<file path="src/hdl/radio_ctrl_pkg.sv">
`default_nettype none
package radio_ctrl_pkg;

    // ==========================================================
    // Register map: printed offsets are indexes, byte address x4
    // ==========================================================
    localparam logic [7:0] IDX_SM_CONFIG_ONE = 8'h17;
    localparam logic [7:0] IDX_SM_CONFIG_ZERO = 8'h18;
    localparam logic [7:0] IDX_STATUS = 8'h19;
    localparam logic [7:0] IDX_COMMAND = 8'h1a;
    localparam logic [31:0] ADDR_SM_CONFIG_ONE = {22'h0, IDX_SM_CONFIG_ONE, 2'b00};
    localparam logic [31:0] ADDR_SM_CONFIG_ZERO = {22'h0, IDX_SM_CONFIG_ZERO, 2'b00};
    localparam logic [31:0] ADDR_STATUS = {22'h0, IDX_STATUS, 2'b00};
    localparam logic [31:0] ADDR_COMMAND = {22'h0, IDX_COMMAND, 2'b00};

    // ==========================================================
    // Reset values (bits 5:0 held; 7:6 always read zero)
    // ==========================================================
    localparam logic [5:0] SM_CONFIG_ONE_RESET = 6'h30;
    localparam logic [5:0] SM_CONFIG_ZERO_RESET = 6'h04;

    // ==========================================================
    // Field positions
    // ==========================================================
    localparam int CLEAR_MODE_LSB = 4;
    localparam int AFTER_RX_LSB = 2;
    localparam int AFTER_TX_LSB = 0;
    localparam int AUTOCAL_LSB = 4;
    localparam int CMD_RX = 0;
    localparam int CMD_TX = 1;
    localparam int CMD_SYNTH = 2;
    localparam int CMD_IDLE = 3;
    localparam int CMD_CAL = 4;

    // ==========================================================
    // Field encodings
    // ==========================================================
    localparam logic [1:0] CLEAR_ALWAYS = 2'h0;
    localparam logic [1:0] CLEAR_RSSI = 2'h1;
    localparam logic [1:0] CLEAR_NOT_RX = 2'h2;
    localparam logic [1:0] NEXT_IDLE = 2'h0;
    localparam logic [1:0] NEXT_SYNTH = 2'h1;
    localparam logic [1:0] NEXT_TX = 2'h2;
    localparam logic [1:0] NEXT_STAY_OR_RX = 2'h3;
    localparam logic [1:0] AUTOCAL_NEVER = 2'h0;
    localparam logic [1:0] AUTOCAL_FROM_IDLE = 2'h1;
    localparam logic [1:0] AUTOCAL_TO_IDLE = 2'h2;
    localparam logic [1:0] AUTOCAL_FOURTH = 2'h3;

    // ==========================================================
    // Timing
    // ==========================================================
    localparam int CLK_PERIOD_NS = 10;
    localparam int CAL_TIME_NS = 1000;
    localparam int CAL_CYCLES = (CAL_TIME_NS + CLK_PERIOD_NS - 1) / CLK_PERIOD_NS;

    typedef enum logic [2:0] {
        ST_IDLE,
        ST_CAL,
        ST_RX,
        ST_TX,
        ST_SYNTH
    } radio_state_t;

endpackage
`default_nettype wire

</file>
<file path="src/hdl/cal_if.sv">
`default_nettype none
interface cal_if;
    logic [1:0] mode;
    logic enter_active;
    logic auto_idle;
    logic manual;
    logic start;
    logic busy;

    modport ctrl (
        output mode,
        output enter_active,
        output auto_idle,
        output manual,
        input start,
        input busy
    );
    modport cal (
        input mode,
        input enter_active,
        input auto_idle,
        input manual,
        output start,
        output busy
    );
endinterface
`default_nettype wire

</file>
<file path="src/hdl/synth_cal.sv">
`default_nettype none
module synth_cal #(
    parameter int CAL_LEN = radio_ctrl_pkg::CAL_CYCLES
) (
    input wire logic sys_clk,
    input wire logic rst_n,
    cal_if.cal cal
);
    import radio_ctrl_pkg::*;

    localparam int CW = $clog2(CAL_LEN + 1);

    typedef struct packed {
        logic [1:0] returns;
        logic [CW-1:0] timer;
    } cal_state_t;

    cal_state_t s_q;
    cal_state_t s_d;

    // ==========================================================
    // Start decision
    // ==========================================================
    // autocal encoding
    always_comb begin
        cal.start = cal.manual
            | (cal.enter_active & (cal.mode == AUTOCAL_FROM_IDLE))
            | (cal.auto_idle & (cal.mode == AUTOCAL_TO_IDLE))
            | (cal.auto_idle & (cal.mode == AUTOCAL_FOURTH)
               & (s_q.returns == 2'h3));
    end

    assign cal.busy = (s_q.timer != '0);

    // Timer and return counter; counter only moves in mode 3
    always_comb begin
        s_d = s_q;
        if (s_q.timer != '0) begin
            s_d.timer = s_q.timer - 1'b1;
        end
        if (cal.start) begin
            s_d.timer = CW'(CAL_LEN);
        end
        if (cal.auto_idle && cal.mode == AUTOCAL_FOURTH) begin
            s_d.returns = s_q.returns + 2'h1;
        end
    end

    always_ff @(posedge sys_clk) begin
        if (!rst_n) begin
            s_q <= '0;
        end else begin
            s_q <= s_d;
        end
    end

endmodule
`default_nettype wire

</file>
<file path="src/hdl/radio_ctrl_top.sv">
`default_nettype none
// Behaviour
// - Clear-channel mode (reset 3) selects always, low RSSI, not receiving, or both.
// - The clear-channel output follows the indication of the selected mode.
// - After a received packet the radio goes to IDLE, synth-ready, TX or stays in RX.
// - After a sent packet the radio goes to IDLE, synth-ready, TX with new preamble, or RX.
// - The second config register holds the automatic calibration select.
// - Autocal 0 manual only, 1 leaving IDLE, 2 auto return to IDLE, 3 every fourth return.
module radio_ctrl_top #(
    parameter int CAL_LEN = radio_ctrl_pkg::CAL_CYCLES
) (
    input wire logic sys_clk,
    input wire logic rst_n,
    input wire logic hsel,
    input wire logic [31:0] haddr,
    input wire logic [1:0] htrans,
    input wire logic hwrite,
    input wire logic [2:0] hsize,
    input wire logic [31:0] hwdata,
    input wire logic hready,
    output logic hreadyout,
    output logic hresp,
    output logic [31:0] hrdata,
    input wire logic rssi_below_threshold,
    input wire logic pkt_receiving,
    input wire logic rx_pkt_done,
    input wire logic tx_pkt_done,
    output logic clear_channel_flag,
    output radio_ctrl_pkg::radio_state_t radio_state,
    output logic preamble_restart,
    output logic calibrating
);
    import radio_ctrl_pkg::*;

    typedef struct packed {
        radio_state_t st;
        radio_state_t target;
        logic [5:0] sm_one;
        logic [5:0] sm_zero;
        logic [4:0] cmd;
        logic wr_pend;
        logic [1:0] wr_sel;
        logic [31:0] rdata;
        logic flag;
        logic preamble;
    } top_state_t;

    top_state_t s_q;
    top_state_t s_d;
    cal_if cal_bus ();

    logic [1:0] clear_mode;
    logic [1:0] after_rx;
    logic [1:0] after_tx;
    logic [1:0] sel;
    logic [31:0] read_val;

    assign clear_mode = s_q.sm_one[CLEAR_MODE_LSB +: 2];
    assign after_rx = s_q.sm_one[AFTER_RX_LSB +: 2];
    assign after_tx = s_q.sm_one[AFTER_TX_LSB +: 2];
    // autocal select lives in the second config register
    assign cal_bus.mode = s_q.sm_zero[AUTOCAL_LSB +: 2];

    synth_cal #(
        .CAL_LEN(CAL_LEN)
    ) u_cal (
        .sys_clk(sys_clk),
        .rst_n(rst_n),
        .cal(cal_bus)
    );

    // ==========================================================
    // Bus slave: zero wait, always OKAY
    // ==========================================================
    assign hreadyout = 1'b1;
    assign hresp = 1'b0;
    assign hrdata = s_q.rdata;
    assign clear_channel_flag = s_q.flag;
    assign radio_state = s_q.st;
    assign preamble_restart = s_q.preamble;
    assign calibrating = (s_q.st == ST_CAL);

    // Address decode; sel 0 means unmapped or not writable
    // upper bits come back as zero
    always_comb begin
        sel = 2'h0;
        read_val = 32'h0;
        if (haddr == ADDR_SM_CONFIG_ONE) begin
            sel = 2'h1;
            read_val = {26'h0, s_q.sm_one};
        end else if (haddr == ADDR_SM_CONFIG_ZERO) begin
            sel = 2'h2;
            read_val = {26'h0, s_q.sm_zero};
        end else if (haddr == ADDR_COMMAND) begin
            sel = 2'h3;
        end else if (haddr == ADDR_STATUS) begin
            read_val = {26'h0, s_q.flag, cal_bus.busy, 1'b0, s_q.st};
        end
    end

    // ==========================================================
    // Next state: bus, clear channel, radio state machine
    // ==========================================================
    always_comb begin
        s_d = s_q;
        s_d.cmd = 5'h0;
        s_d.preamble = 1'b0;
        s_d.wr_pend = 1'b0;
        cal_bus.enter_active = 1'b0;
        cal_bus.auto_idle = 1'b0;
        cal_bus.manual = 1'b0;

        // Write data phase; keeps bits 7:6 out of storage
        if (s_q.wr_pend) begin
            if (s_q.wr_sel == 2'h1) begin
                s_d.sm_one = hwdata[5:0];
            end else if (s_q.wr_sel == 2'h2) begin
                s_d.sm_zero = hwdata[5:0];
            end else if (s_q.wr_sel == 2'h3) begin
                s_d.cmd = hwdata[4:0];
            end
        end

        // Address phase; read data is captured here for the next edge
        if (hsel && hready && htrans[1]) begin
            s_d.wr_pend = hwrite;
            s_d.wr_sel = sel;
            if (!hwrite) begin
                s_d.rdata = read_val;
            end
        end

        case (clear_mode)
            CLEAR_ALWAYS: s_d.flag = 1'b1;
            CLEAR_RSSI: s_d.flag = rssi_below_threshold;
            CLEAR_NOT_RX: s_d.flag = !pkt_receiving;
            default: s_d.flag = rssi_below_threshold && !pkt_receiving;
        endcase

        case (s_q.st)
            ST_IDLE: begin
                if (s_q.cmd[CMD_CAL]) begin
                    // manual strobe works in every mode
                    cal_bus.manual = 1'b1;
                    s_d.st = ST_CAL;
                    s_d.target = ST_IDLE;
                end else if (s_q.cmd[CMD_RX] || s_q.cmd[CMD_TX]
                             || s_q.cmd[CMD_SYNTH]) begin
                    cal_bus.enter_active = 1'b1;
                    if (s_q.cmd[CMD_RX]) begin
                        s_d.target = ST_RX;
                    end else if (s_q.cmd[CMD_TX]) begin
                        s_d.target = ST_TX;
                    end else begin
                        s_d.target = ST_SYNTH;
                    end
                    s_d.st = cal_bus.start ? ST_CAL : s_d.target;
                end
            end
            ST_CAL: begin
                if (!cal_bus.busy) begin
                    s_d.st = s_q.target;
                end
            end
            ST_RX: begin
                if (s_q.cmd[CMD_IDLE]) begin
                    s_d.st = ST_IDLE;
                end else if (s_q.cmd[CMD_TX]) begin
                    s_d.st = ST_TX;
                end else if (rx_pkt_done) begin
                    case (after_rx)
                        NEXT_IDLE: begin
                            cal_bus.auto_idle = 1'b1;
                            s_d.target = ST_IDLE;
                            s_d.st = cal_bus.start ? ST_CAL : ST_IDLE;
                        end
                        NEXT_SYNTH: s_d.st = ST_SYNTH;
                        NEXT_TX: s_d.st = ST_TX;
                        default: s_d.st = ST_RX;
                    endcase
                end
            end
            ST_TX: begin
                if (s_q.cmd[CMD_IDLE]) begin
                    s_d.st = ST_IDLE;
                end else if (s_q.cmd[CMD_RX]) begin
                    s_d.st = ST_RX;
                end else if (tx_pkt_done) begin
                    case (after_tx)
                        NEXT_IDLE: begin
                            cal_bus.auto_idle = 1'b1;
                            s_d.target = ST_IDLE;
                            s_d.st = cal_bus.start ? ST_CAL : ST_IDLE;
                        end
                        NEXT_SYNTH: s_d.st = ST_SYNTH;
                        NEXT_TX: s_d.preamble = 1'b1;
                        default: s_d.st = ST_RX;
                    endcase
                end
            end
            ST_SYNTH: begin
                if (s_q.cmd[CMD_IDLE]) begin
                    s_d.st = ST_IDLE;
                end else if (s_q.cmd[CMD_TX]) begin
                    s_d.st = ST_TX;
                end else if (s_q.cmd[CMD_RX]) begin
                    s_d.st = ST_RX;
                end
            end
            default: s_d.st = ST_IDLE;
        endcase
    end

    // Register everything; clear-channel flag starts as not clear
    always_ff @(posedge sys_clk) begin
        if (!rst_n) begin
            s_q <= '0;
            s_q.st <= ST_IDLE;
            s_q.target <= ST_IDLE;
            s_q.sm_one <= SM_CONFIG_ONE_RESET;
            s_q.sm_zero <= SM_CONFIG_ZERO_RESET;
        end else begin
            s_q <= s_d;
        end
    end

endmodule
`default_nettype wire

</file>
<file path="config.mk">
export PLATFORM = sky130hd
export DESIGN_NAME = radio_ctrl_top
export DESIGN_NICKNAME = d
export VERILOG_FILES = /design/src/hdl/radio_ctrl_pkg.sv /design/src/hdl/cal_if.sv /design/src/hdl/synth_cal.sv /design/src/hdl/radio_ctrl_top.sv
export SDC_FILE = /design/constraint.sdc
export NUM_CORES = 1
export LEC_CHECK = 0
export BUFFER_PORTS_ARGS = -buffer_cell sky130_fd_sc_hd__buf_2
export CELL_PAD_IN_SITES_DETAIL_PLACEMENT = 1
export CELL_PAD_IN_SITES_GLOBAL_PLACEMENT = 1
export CORE_UTILIZATION = 34
export CTS_BUF_LIST = sky130_fd_sc_hd__clkbuf_8
export DETAILED_ROUTE_END_ITERATION = 8
export PLACE_DENSITY = 0.91
export SYNTH_ARGS = -nofsm -noshare
export SYNTH_HDL_FRONTEND = slang
export SYNTH_SLANG_ARGS = --single-unit
</file>
<file path="constraint.sdc">
create_clock -name sys_clk -period 2.7 [get_ports sys_clk]
set_clock_uncertainty 0.15 [all_clocks]
set_input_delay 0.135 -clock sys_clk [delete_from_list [all_inputs] [get_ports sys_clk]]
set_output_delay 0.135 -clock sys_clk [all_outputs]
set_load 0.03 [all_outputs]
</file>
==> results.md, run 1 <==
* Ys Warns at 0
* Crit path cell chain: inv_1 -> ha_1 -> or4b_4 -> o31a_1 -> o22ai_2 -> or4b_1 -> o22ai_1
* Chip Width at 86.7 um
* Num ports at 118
* Number of remaining DRC errors at 0
* Post-DR vias/cell at 5.02
* Run status: finished, final reports clean
* Pwr Density at 548 nW/um^2
* Global-route wire length before repair at 11100 um
* Detailed Route Iter0 Violations at 90
* RSZ-0062 raised after global routing: no
* Post-synth top area cell: dfxtp_1
* Placed cell areas at 2670 um^2
* Top cells by area, synth: dfxtp_1 35%, buf_4 11%, mux2i_1 4.9%
* Row Count at 30
* Mux cell area share after synthesis at 6.77%
* Vias post-DR at 2251
* Main combinational cell family by area after synthesis: simple AND/OR/NAND/NOR gates
* GRT Residual Overflow at 0
* Most frequent cells in the layout: 59 x buf_2, 43 x dfxtp_1, 29 x nor2_1
* H-tree Lvls at 2
* Tightest Pin Transition at 0.772 ns
* Share of the synthesized area in the top cell type at 35.3%
* Post-synthesis async set-or-reset flop share at 0%
* Root Driver: clkbuf_8
* Antenna violations before repair at 0
* Vert. Die Dim at 86.7 um
* DP Wirelength at 5000 um
* Max rail drop VDD at 0.243 mV
* Period utilisation layout at 90.6%
* CTS tree: yes
* Post-synthesis cell type count at 55
* Period minus WS final at 2.45 ns
* WL per Instance at 15.3 um
* Critical path data arrival time at 2.53 ns
* Fin. Hold Viols at 0
* Largest net degree at the start of global routing at 26
* P_leak at 1.30 nW
* CTS max path bufs at 2
* Critical Path End Type: register
* Vias in the first global route at 2361
* Slowest-stage cell, CP: or4b_4
* Register area share after synthesis at 35.3%
* Synth Area in XOR/XNOR at 1.44%
* Tot Pwr at 0.00158 W
* Routed wire length at 6860 um
* Top_reg_cell synth: dfxtp_1
* Crit path from: u_cal.s_q[0]
* Worst-path fanout max at 5
* CORE AREA at 6870 um^2
* Post-Syn Instances at 290
* Cts bufs inserted at 5
* Fin util at 42.1%
* Min-delay src: hready
* Kind of critical path: reg2reg
* Drt pass-1 iters at 4
* Mapped cell area at 2440 um^2
* Fin nets at 431
* Starting Density at 35.5%
* Yosys reg bits at 43
* Worst Hold Class: in2reg
* WHS at 0.0813 ns
* Antenna Nets Post-Route at 0
* Slew headroom at 48.1%
* Die Area at 7520 um^2
* Syn Area/Cell at 8.41 um^2
* Fin area at 2890 um^2
* WP data required at 2.78 ns
* PortBufs at 59
* Synth Area in Compound Gates at 14.2%
* Post-CTS Setup Inserts at 0
* Antenna cells at 0
* CP delay by family, top: simple AND/OR/NAND/NOR gates
* Layout cells sized above 1 at 23.3%
* Total track usage at 19.3%
* CTS Sinks at 43
* Count of flip-flops with a built-in enable after synthesis at 0
* FF-to-FF Start: u_cal.s_q[0]
* Clk pin slew, worst setup/hold paths at 0.09 ns
* Synth-to-Final Area Change at 18.6%
* CP Launch Type: register
* Synth Area in Simple Gates at 26.6%
* Worst skew pair latency at 0.30 ns
* Final Max Slew Viols at 0
* Post-Synth Adder-Cell Area at 1.03%
* Commonest non-fill, non-tap cell in the layout: buf_2
* Max incr delay on CP at 0.51 ns
* Setup TNS at 0 ns
* Placer Congestion at 0.861
* Final setup viols at 0
* CP bufs+invs at 1
* FMAX at 409 MHz
* Max cap viols at 0
cell type report:
| class | instances | area, um^2 |
|---|---|---|
| Tap cell | 96 | 120 |
| Timing Repair Buffer | 74 | 435 |
| Clock buffer | 5 | 68.8 |
| Multi-Input combinational cell | 217 | 1320 |
| Fill cell | 858 | 3980 |
| Inverter | 10 | 37.5 |
| Clock inverter | 3 | 46.3 |
| Sequential cell | 43 | 861 |
synth_stat cells (all sizes together), types with 2 or more instances:
cell	instances
a211oi	3
a21oi	19
a22oi	4
a32oi	2
and2	6
and3b	2
and4	4
buf	40
clkbuf	6
conb	2
dfxtp	43
ha	2
inv	9
mux2	4
mux2i	12
nand2	20
nand2b	2
nand3	7
nand3b	5
nand4bb	2
nor2	29
nor2b	3
nor3	8
nor3b	2
nor4	6
o211ai	2
o21ai	7
o221a	2
o22ai	2
or3	9
or4	3
or4b	2
xnor2	2
xor2	2
worst min-delay path: stages:
cell	delay, ns
buf_2	0.10
nand3_1	0.18
nor2_1	0.07
per-stage QoR:
stage          std cells  setup WS (ns)
6_report             448          0.255
5_1_grt              448          0.144
4_1_cts              448          0.241
3_5_place_dp         429          0.345
3_3_place_gp         429          0.403
2_1_floorplan        316          0.494
sequential cells by signal, summed over array words and instances (netlist names):
register            cells
s_q                    15
u_cal.s_q               9
hrdata                  6
radio_state             3
after_rx                2
after_tx                2
cal_bus.mode            2
clear_mode              2
clear_channel_flag      1
preamble_restart        1
report_power, final:
group	internal [W]	total [W]	switching [W]
logic	0.000151	0.000368	0.000217
clock network	0.000279	0.000521	0.000243
registers	0.000666	0.000694	0.0000280
cell families (layout without fill, tap and decap cells):
kind of cell             after synthesis  in the layout
AO/OA/AOI/OAI                         51             51
XOR/XNOR                               4              4
adder cells (fa/ha/maj)                2              2
buffers and inverters                 56             92
flip-flops                            43             43
multiplexers                          16             16
other                                  2             28
AND/OR/NAND/NOR                      116            116
final timing paths:
check | to | slack (ns) | cells after the start
worst max-delay path | radio_state[0] | 0.25 | 7
worst min-delay path | s_q[36] | 0.08 | 3
worst max register to register | radio_state[0] | 0.25 | 7
worst min register to register | hrdata[5] | 0.30 | 2
layer usage:
| layer | part of all wire (%) | wire length, um | track usage (%) | vias to the layer above |
|---|---|---|---|---|
| met5 | 0 | 0 | 0 | - |
| met4 | 1.3 | 87 | 7.12 | 0 |
| met3 | 6.1 | 421 | 4.19 | 8 |
| met2 | 53 | 3650 | 35.4 | 97 |
| met1 | 39 | 2700 | 21.7 | 1058 |
| li1 | - | - | - | 1088 |
what timing repair did:
item / in CTS / in global routing
hold endpoints to repair: 18 / 0
resized for setup: 0 / 0
setup endpoints to repair: 0 / 0
hold buffers: 11 / 0
Note: power is estimated with default switching activity, not from simulation.
==> run 2, diff against run 1 <==
- clock period: 2.7 -> 2.5 ns (I/O delays scaled with it)
==> run 2 against run 1 <==
Against the previous run: via count is 0.76% lower; count of clock-buffer cells in the layout did not move; highest routed layer unchanged; critical path depth is the same; final area is 0.78% lower; sequential cell count did not move; first-iteration DRC count rose by 7.8%; clock power down 15%; die area did not move; sequential power rose by 7.8%; core utilization down 0.33 points; fmax up 2.9%.
==> results.md, run 2 (synthesized netlist as in run 1, its figures left out) <==
* Run status: finished, final reports clean (unchanged)
* Period utilisation layout at 95.0% (was 90.6%)
* Post-CTS Setup Inserts at 0 (unchanged)
* Tightest Pin Transition at 0.722 ns (was 0.772 ns)
* Final Max Slew Viols at 0 (unchanged)
* Worst-path fanout max at 5 (unchanged)
* Drt pass-1 iters at 4 (unchanged)
* CTS tree: yes (unchanged)
* Num ports at 118 (unchanged)
* # fillers at 836 (was 858)
* DP Wirelength at 5120 um (was 5000 um)
* Root Driver: clkbuf_8 (unchanged)
* Fin nets at 432 (was 431)
* Largest net degree at the start of global routing at 26 (unchanged)
* GRT Residual Overflow at 0 (unchanged)
* Synth-to-Final Area Change at 17.6% (was 18.6%)
* Hold Crit Depth at 3 (unchanged)
* Max rail drop VDD at 0.164 mV (was 0.243 mV)
* Slew headroom at 51.5% (was 48.1%)
* Critical path data arrival time at 2.45 ns (was 2.53 ns)
* Global-route wire length before repair at 10800 um (was 11100 um)
* Row Count at 30 (unchanged)
* Final worst setup slack at 0.124 ns (was 0.255 ns)
* PortBufs at 59 (unchanged)
* Die Area at 7520 um^2 (unchanged)
* Antenna Nets Post-Route at 0 (unchanged)
* Antenna cells at 0 (unchanged)
* Placer Congestion at 0.868 (was 0.861)
* Clock power share at 28.2% (was 32.9%)
* Worst skew pair latency at 0.30 ns (about the same)
* Total track usage at 18.5% (was 19.3%)
* Antenna violations before repair at 0 (unchanged)
* FMAX at 421 MHz (was 409 MHz)
* P_leak at 1.30 nW (about the same)
* Detailed Route Iter0 Violations at 97 (was 90)
* CTS Sinks at 43 (unchanged)
* Vias post-DR at 2234 (was 2251)
* Cts bufs inserted at 5 (unchanged)
* Layout cells sized above 1 at 23.2% (was 23.3%)
* WHS at 0.0716 ns (was 0.0813 ns)
* Routed wire length at 6620 um (was 6860 um)
* CORE AREA at 6870 um^2 (unchanged)
* Max cap viols at 0 (unchanged)
* Sequential power share at 47.3% (was 43.8%)
* Period minus WS final at 2.38 ns (was 2.45 ns)
* Int Power at 0.00107 W (was 0.00110 W)
* Placed cell areas at 2680 um^2 (was 2670 um^2)
* CTS max path bufs at 2 (unchanged)
* Reg2reg setup slack at 0.12 ns (was 0.25 ns)
* Vias in the first global route at 2372 (was 2361)
* FF-to-FF Start: u_cal.s_q[0] (unchanged)
* Most frequent cells in the layout: 59 x buf_2, 43 x dfxtp_1, 29 x nor2_1 (unchanged)
* Commonest non-fill, non-tap cell in the layout: buf_2 (unchanged)
* RSZ-0062 raised after global routing: no (unchanged)
* Clk pin slew, worst setup/hold paths at 0.08 ns (was 0.09 ns)
* Comb pwr share at 24.5% (was 23.3%)
* Fin. Hold Viols at 0 (unchanged)
* H-tree Lvls at 2 (unchanged)
* CP Launch Type: register (unchanged)
* WL per Instance at 14.7 um (was 15.3 um)
* Net Sw Frac at 32.0% (was 30.8%)
* Worst R2R End: radio_state[0] (unchanged)
* Hold path endpoint: s_q[36] (unchanged)
* Pwr Density at 551 nW/um^2 (was 548 nW/um^2)
* Post-DR vias/cell at 4.98 (was 5.02)
* Starting Density at 35.5% (unchanged)
* Worst Hold Class: in2reg (unchanged)
* Vert. Die Dim at 86.7 um (unchanged)
* Number of remaining DRC errors at 0 (unchanged)
* Register with the most flip-flops: s_q (unchanged)
* Fin area at 2870 um^2 (was 2890 um^2)
* WP data required at 2.58 ns (was 2.78 ns)
* Chip Width at 86.7 um (unchanged)
* CTS resizes at 0 (unchanged)
* Dpl ws at 0.141 ns (was 0.345 ns)
* Final setup viols at 0 (unchanged)
* Max reg flops at 15 (unchanged)
* Critical Path End Type: register (unchanged)
* Kind of critical path: reg2reg (unchanged)
* Setup TNS at 0 ns (unchanged)
* FF-to-FF path depth at 7 (unchanged)
* Min-delay src: hready (unchanged)
* Switching pwr at 0.000506 W (was 0.000487 W)
run 2: changes by cell type in the layout (fill, tap and decap cells not counted):
cell,delta
inv_6,-1
clkinv_2,+1
bufinv_16,-1
buf_4,+1
inv_1,+1
run 2: power groups by stage:
stage	Clock, W	Sequential (W)	Combinational, W
global route	0.000483	0.000756	0.000433
global placement	0	0.000762	0.000359
detailed placement	0	0.000765	0.000375
finish	0.000445	0.000748	0.000387
CTS	0.000451	0.000748	0.000389
floorplan	0	0.000758	0.000302
run 2: cell type report:
type / count / area, um^2 / area share, %
Multi-Input combinational cell: 217 / 1320 / 46.1
Tap cell: 96 / 120 / 4.18
Sequential cell: 43 / 861 / 30.0
Timing Repair Buffer: 75 / 443 / 15.4
Clock inverter: 3 / 16.3 / 0.567
Clock buffer: 5 / 68.8 / 2.40
Inverter: 10 / 37.5 / 1.31
run 2: critical path, stage by stage, from the launching register on:
cell and delay (ns):
dfxtp_1 0.32, inv_1 0.08, ha_1 0.19, or4b_4 0.50
o31a_1 0.27, o22ai_2 0.13, or4b_1 0.48, o22ai_1 0.18
run 2: layer usage:
| layer | track usage, % | vias to the layer above | wire [um] |
|---|---|---|---|
| met5 | 0 | - | 0 |
| met4 | 4.55 | 0 | 72 |
| met3 | 3.62 | 8 | 293 |
| met2 | 35.2 | 75 | 3390 |
| met1 | 20.9 | 1058 | 2860 |
| li1 | - | 1093 | - |
run 2: stage by stage:
stage                     instances  total power [W]  utilization (%)
after floorplan                 316          0.00106                -
after CTS                       449          0.00159             41.8
after detailed placement        430          0.00114             38.9
after global routing            449          0.00167             41.8
after global placement          430          0.00112             38.9
final                           449          0.00158             41.8
run 2: worst max path at each step:
stage | start | to | cells after the start
finish | u_cal.s_q[0] | radio_state[0] | 7
global route | u_cal.s_q[0] | radio_state[0] | 7
CTS | u_cal.s_q[0] | radio_state[0] | 7
detailed placement | u_cal.s_q[0] | radio_state[0] | 7
global placement | u_cal.s_q[0] | radio_state[0] | 7
floorplan | u_cal.s_q[0] | radio_state[0] | 7
run 2: timing repair:
| action | 4_1_cts | 5_1_grt |
|---|---|---|
| endpoints found under the setup margin | 0 | 0 |
| hold endpoints to repair | 18 | 0 |
| hold buffers | 11 | 0 |
==> run 3, diff against run 2 <==
- PLACE_DENSITY: 0.91 -> default
- PLACE_DENSITY_LB_ADDON: default -> 0.25
==> run 3 against run 2 <==
Against the previous run: count of clock-buffer cells in the layout unchanged; total power increased by 7.6%; cell count increased by 0.22%; non-clock buffer count increased by 1; via count decreased by 0.90%; sequential cell count unchanged; sequential power about the same; final area increased by 1.5%; register-to-register slack about the same; combinational power about the same; critical path depth unchanged; largest power group unchanged; highest routed layer unchanged.
==> results.md, run 3 (synthesized netlist as in run 1, its figures left out) <==
* Vias post-DR at 2214 (was 2234)
* H-tree Lvls at 2 (unchanged)
* Register with the most flip-flops: s_q (unchanged)
* Largest net degree at the start of global routing at 26 (unchanged)
* Crit path cell chain: inv_1 -> ha_1 -> or4b_4 -> o31a_1 -> o22ai_2 -> or4b_4 -> o22ai_1 (was inv_1 -> ha_1 -> or4b_4 -> o31a_1 -> o22ai_2 -> or4b_1 -> o22ai_1)
* Cts bufs inserted at 5 (unchanged)
* Period minus WS final at 2.39 ns (was 2.38 ns)
* Drt pass-1 iters at 4 (unchanged)
* Layout cells sized above 1 at 24.0% (was 23.2%)
* Tightest Pin Transition at 0.779 ns (was 0.722 ns)
* Max incr delay on CP at 0.50 ns (about the same)
* Max cap viols at 0 (unchanged)
* FF-to-FF path depth at 7 (unchanged)
* Worst R2R End: radio_state[0] (unchanged)
* Period utilisation layout at 95.4% (was 95.0%)
* Clk pin slew, worst setup/hold paths at 0.09 ns (was 0.08 ns)
* Dpl ws at 0.143 ns (was 0.141 ns)
* Antenna violations before repair at 0 (unchanged)
* DP Wirelength at 5040 um (was 5120 um)
* Root Driver: clkbuf_8 (unchanged)
* Die Area at 7520 um^2 (unchanged)
* Critical Path End Type: register (unchanged)
* Chip Width at 86.7 um (unchanged)
* PortBufs at 59 (unchanged)
* Kind of critical path: reg2reg (unchanged)
* Fin nets at 433 (was 432)
* CP Launch Type: register (unchanged)
* Pwr Density at 584 nW/um^2 (was 551 nW/um^2)
* Post-DR vias/cell at 4.92 (was 4.98)
* Vias in the first global route at 2273 (was 2372)
* Final setup viols at 0 (unchanged)
* Fin. Hold Viols at 0 (unchanged)
* Worst Hold Class: in2reg (unchanged)
* CTS tree: yes (unchanged)
* CP delay by family, top: simple AND/OR/NAND/NOR gates (unchanged)
* Hold Crit Depth at 3 (unchanged)
* Slew headroom at 47.6% (was 51.5%)
* Placer Congestion at 0.807 (was 0.868)
* Commonest non-fill, non-tap cell in the layout: buf_2 (unchanged)
* Detailed Route Iter0 Violations at 51 (was 97)
* Most frequent cells in the layout: 59 x buf_2, 43 x dfxtp_1, 29 x nor2_1 (unchanged)
* FMAX at 419 MHz (was 421 MHz)
* Post-CTS Setup Inserts at 0 (unchanged)
* GRT Residual Overflow at 0 (unchanged)
* Worst-path fanout max at 5 (unchanged)
* CORE AREA at 6870 um^2 (unchanged)
* Final worst setup slack at 0.114 ns (was 0.124 ns)
* Total track usage at 18.4% (was 18.5%)
* FF-to-FF Start: u_cal.s_q[0] (unchanged)
* Number of remaining DRC errors at 0 (unchanged)
* Critical path data arrival time at 2.46 ns (was 2.45 ns)
* Antenna Nets Post-Route at 0 (unchanged)
* Num ports at 118 (unchanged)
* P_leak at 1.32 nW (was 1.30 nW)
* Global-route wire length before repair at 10800 um (about the same)
* Min-delay src: hready (unchanged)
* WP data required at 2.58 ns (about the same)
* CP bufs+invs at 1 (unchanged)
* Worst path most repeated cell: or4b_4
* CTS max path bufs at 2 (unchanged)
* Worst skew pair latency at 0.30 ns (about the same)
* WL per Instance at 14.6 um (was 14.7 um)
* Hold path endpoint: s_q[36] (unchanged)
* Row Count at 30 (unchanged)
* Max reg flops at 15 (unchanged)
* WHS at 0.0525 ns (was 0.0716 ns)
* # fillers at 873 (was 836)
* Vert. Die Dim at 86.7 um (unchanged)
* Routed wire length at 6560 um (was 6620 um)
* Final Max Slew Viols at 0 (unchanged)
* Starting Density at 35.5% (unchanged)
* Max rail drop VDD at 0.250 mV (was 0.164 mV)
* Crit path from: u_cal.s_q[0] (unchanged)
* Synth-to-Final Area Change at 19.4% (was 17.6%)
* CTS Sinks at 43 (unchanged)
* Run status: finished, final reports clean (unchanged)
* Slowest-stage cell, CP: or4b_4 (unchanged)
* Reg2reg setup slack at 0.11 ns (was 0.12 ns)
* Antenna cells at 0 (unchanged)
## run 3: changes by cell type in the layout (fill, tap and decap cells not counted)
cell / delta
or4b_4: +1
buf_4: +1
inv_1: -1
bufinv_16: +1
inv_6: +1
clkinvlp_4: -1
clkinv_4: +1
clkinv_2: -1
or4b_1: -1
## run 3: layout make-up
type                       instances  area, um^2  share of cell area, %
timing repair buffer              76         450                   15.5
clock inverter                     3        47.5                   1.63
inverter                          10        37.5                   1.29
tap                               96         120                   4.12
multi-input combinational        217        1330                   45.6
clock buffer                       5        68.8                   2.36
sequential                        43         861                   29.6
## run 3: worst min-delay path, cell delays in order
cell and delay, ns:
buf_2 0.10, nand3_1 0.18, nor2_1 0.07
## run 3: what timing repair did
| item | 4_1_cts | 5_1_grt |
|---|---|---|
| hold endpoints to repair | 19 | 0 |
| hold buffers | 11 | 0 |
| endpoints found under the setup margin | 0 | 1 |
| resized for setup | 0 | 1 |
## run 3: report_power, final
group | internal (W) | switching, W | total [W]
Clock | 0.000303 | 0.000263 | 0.000566
Combinational | 0.000164 | 0.000221 | 0.000385
Sequential | 0.000720 | 0.0000292 | 0.000749
## run 3: how the worst max path moves through the flow
| stage | cells after the start | endpoint |
|---|---|---|
| final | 7 | radio_state[0] |
| after global routing | 7 | radio_state[0] |
| after CTS | 7 | radio_state[0] |
| after detailed placement | 7 | radio_state[0] |
| after global placement | 7 | radio_state[0] |
| after floorplan | 7 | radio_state[0] |
## run 3: layer usage
layer / wire length (um) / up-vias / GRT usage (%)
met5: 0 / - / 0
met4: 79 / 0 / 5.91
met3: 249 / 6 / 3.05
met2: 3420 / 50 / 32.6
met1: 2810 / 1065 / 22.6
li1: - / 1093 / -
## run 3: per-stage QoR
| stage | utilization [%] | cells | power [W] | TNS (ns) | instance area (um^2) |
|---|---|---|---|---|---|
| detailed placement | 39.1 | 431 | 0.00114 | 0 | 2680 |
| global route | 42.4 | 450 | 0.00180 | -0.0127 | 2910 |
| CTS | 42.3 | 450 | 0.00173 | 0 | 2910 |
| finish | 42.4 | 450 | 0.00170 | 0 | 2910 |
| floorplan | - | 316 | 0.00106 | 0 | 2540 |
| global placement | 39.1 | 431 | 0.00113 | 0 | 2680 |
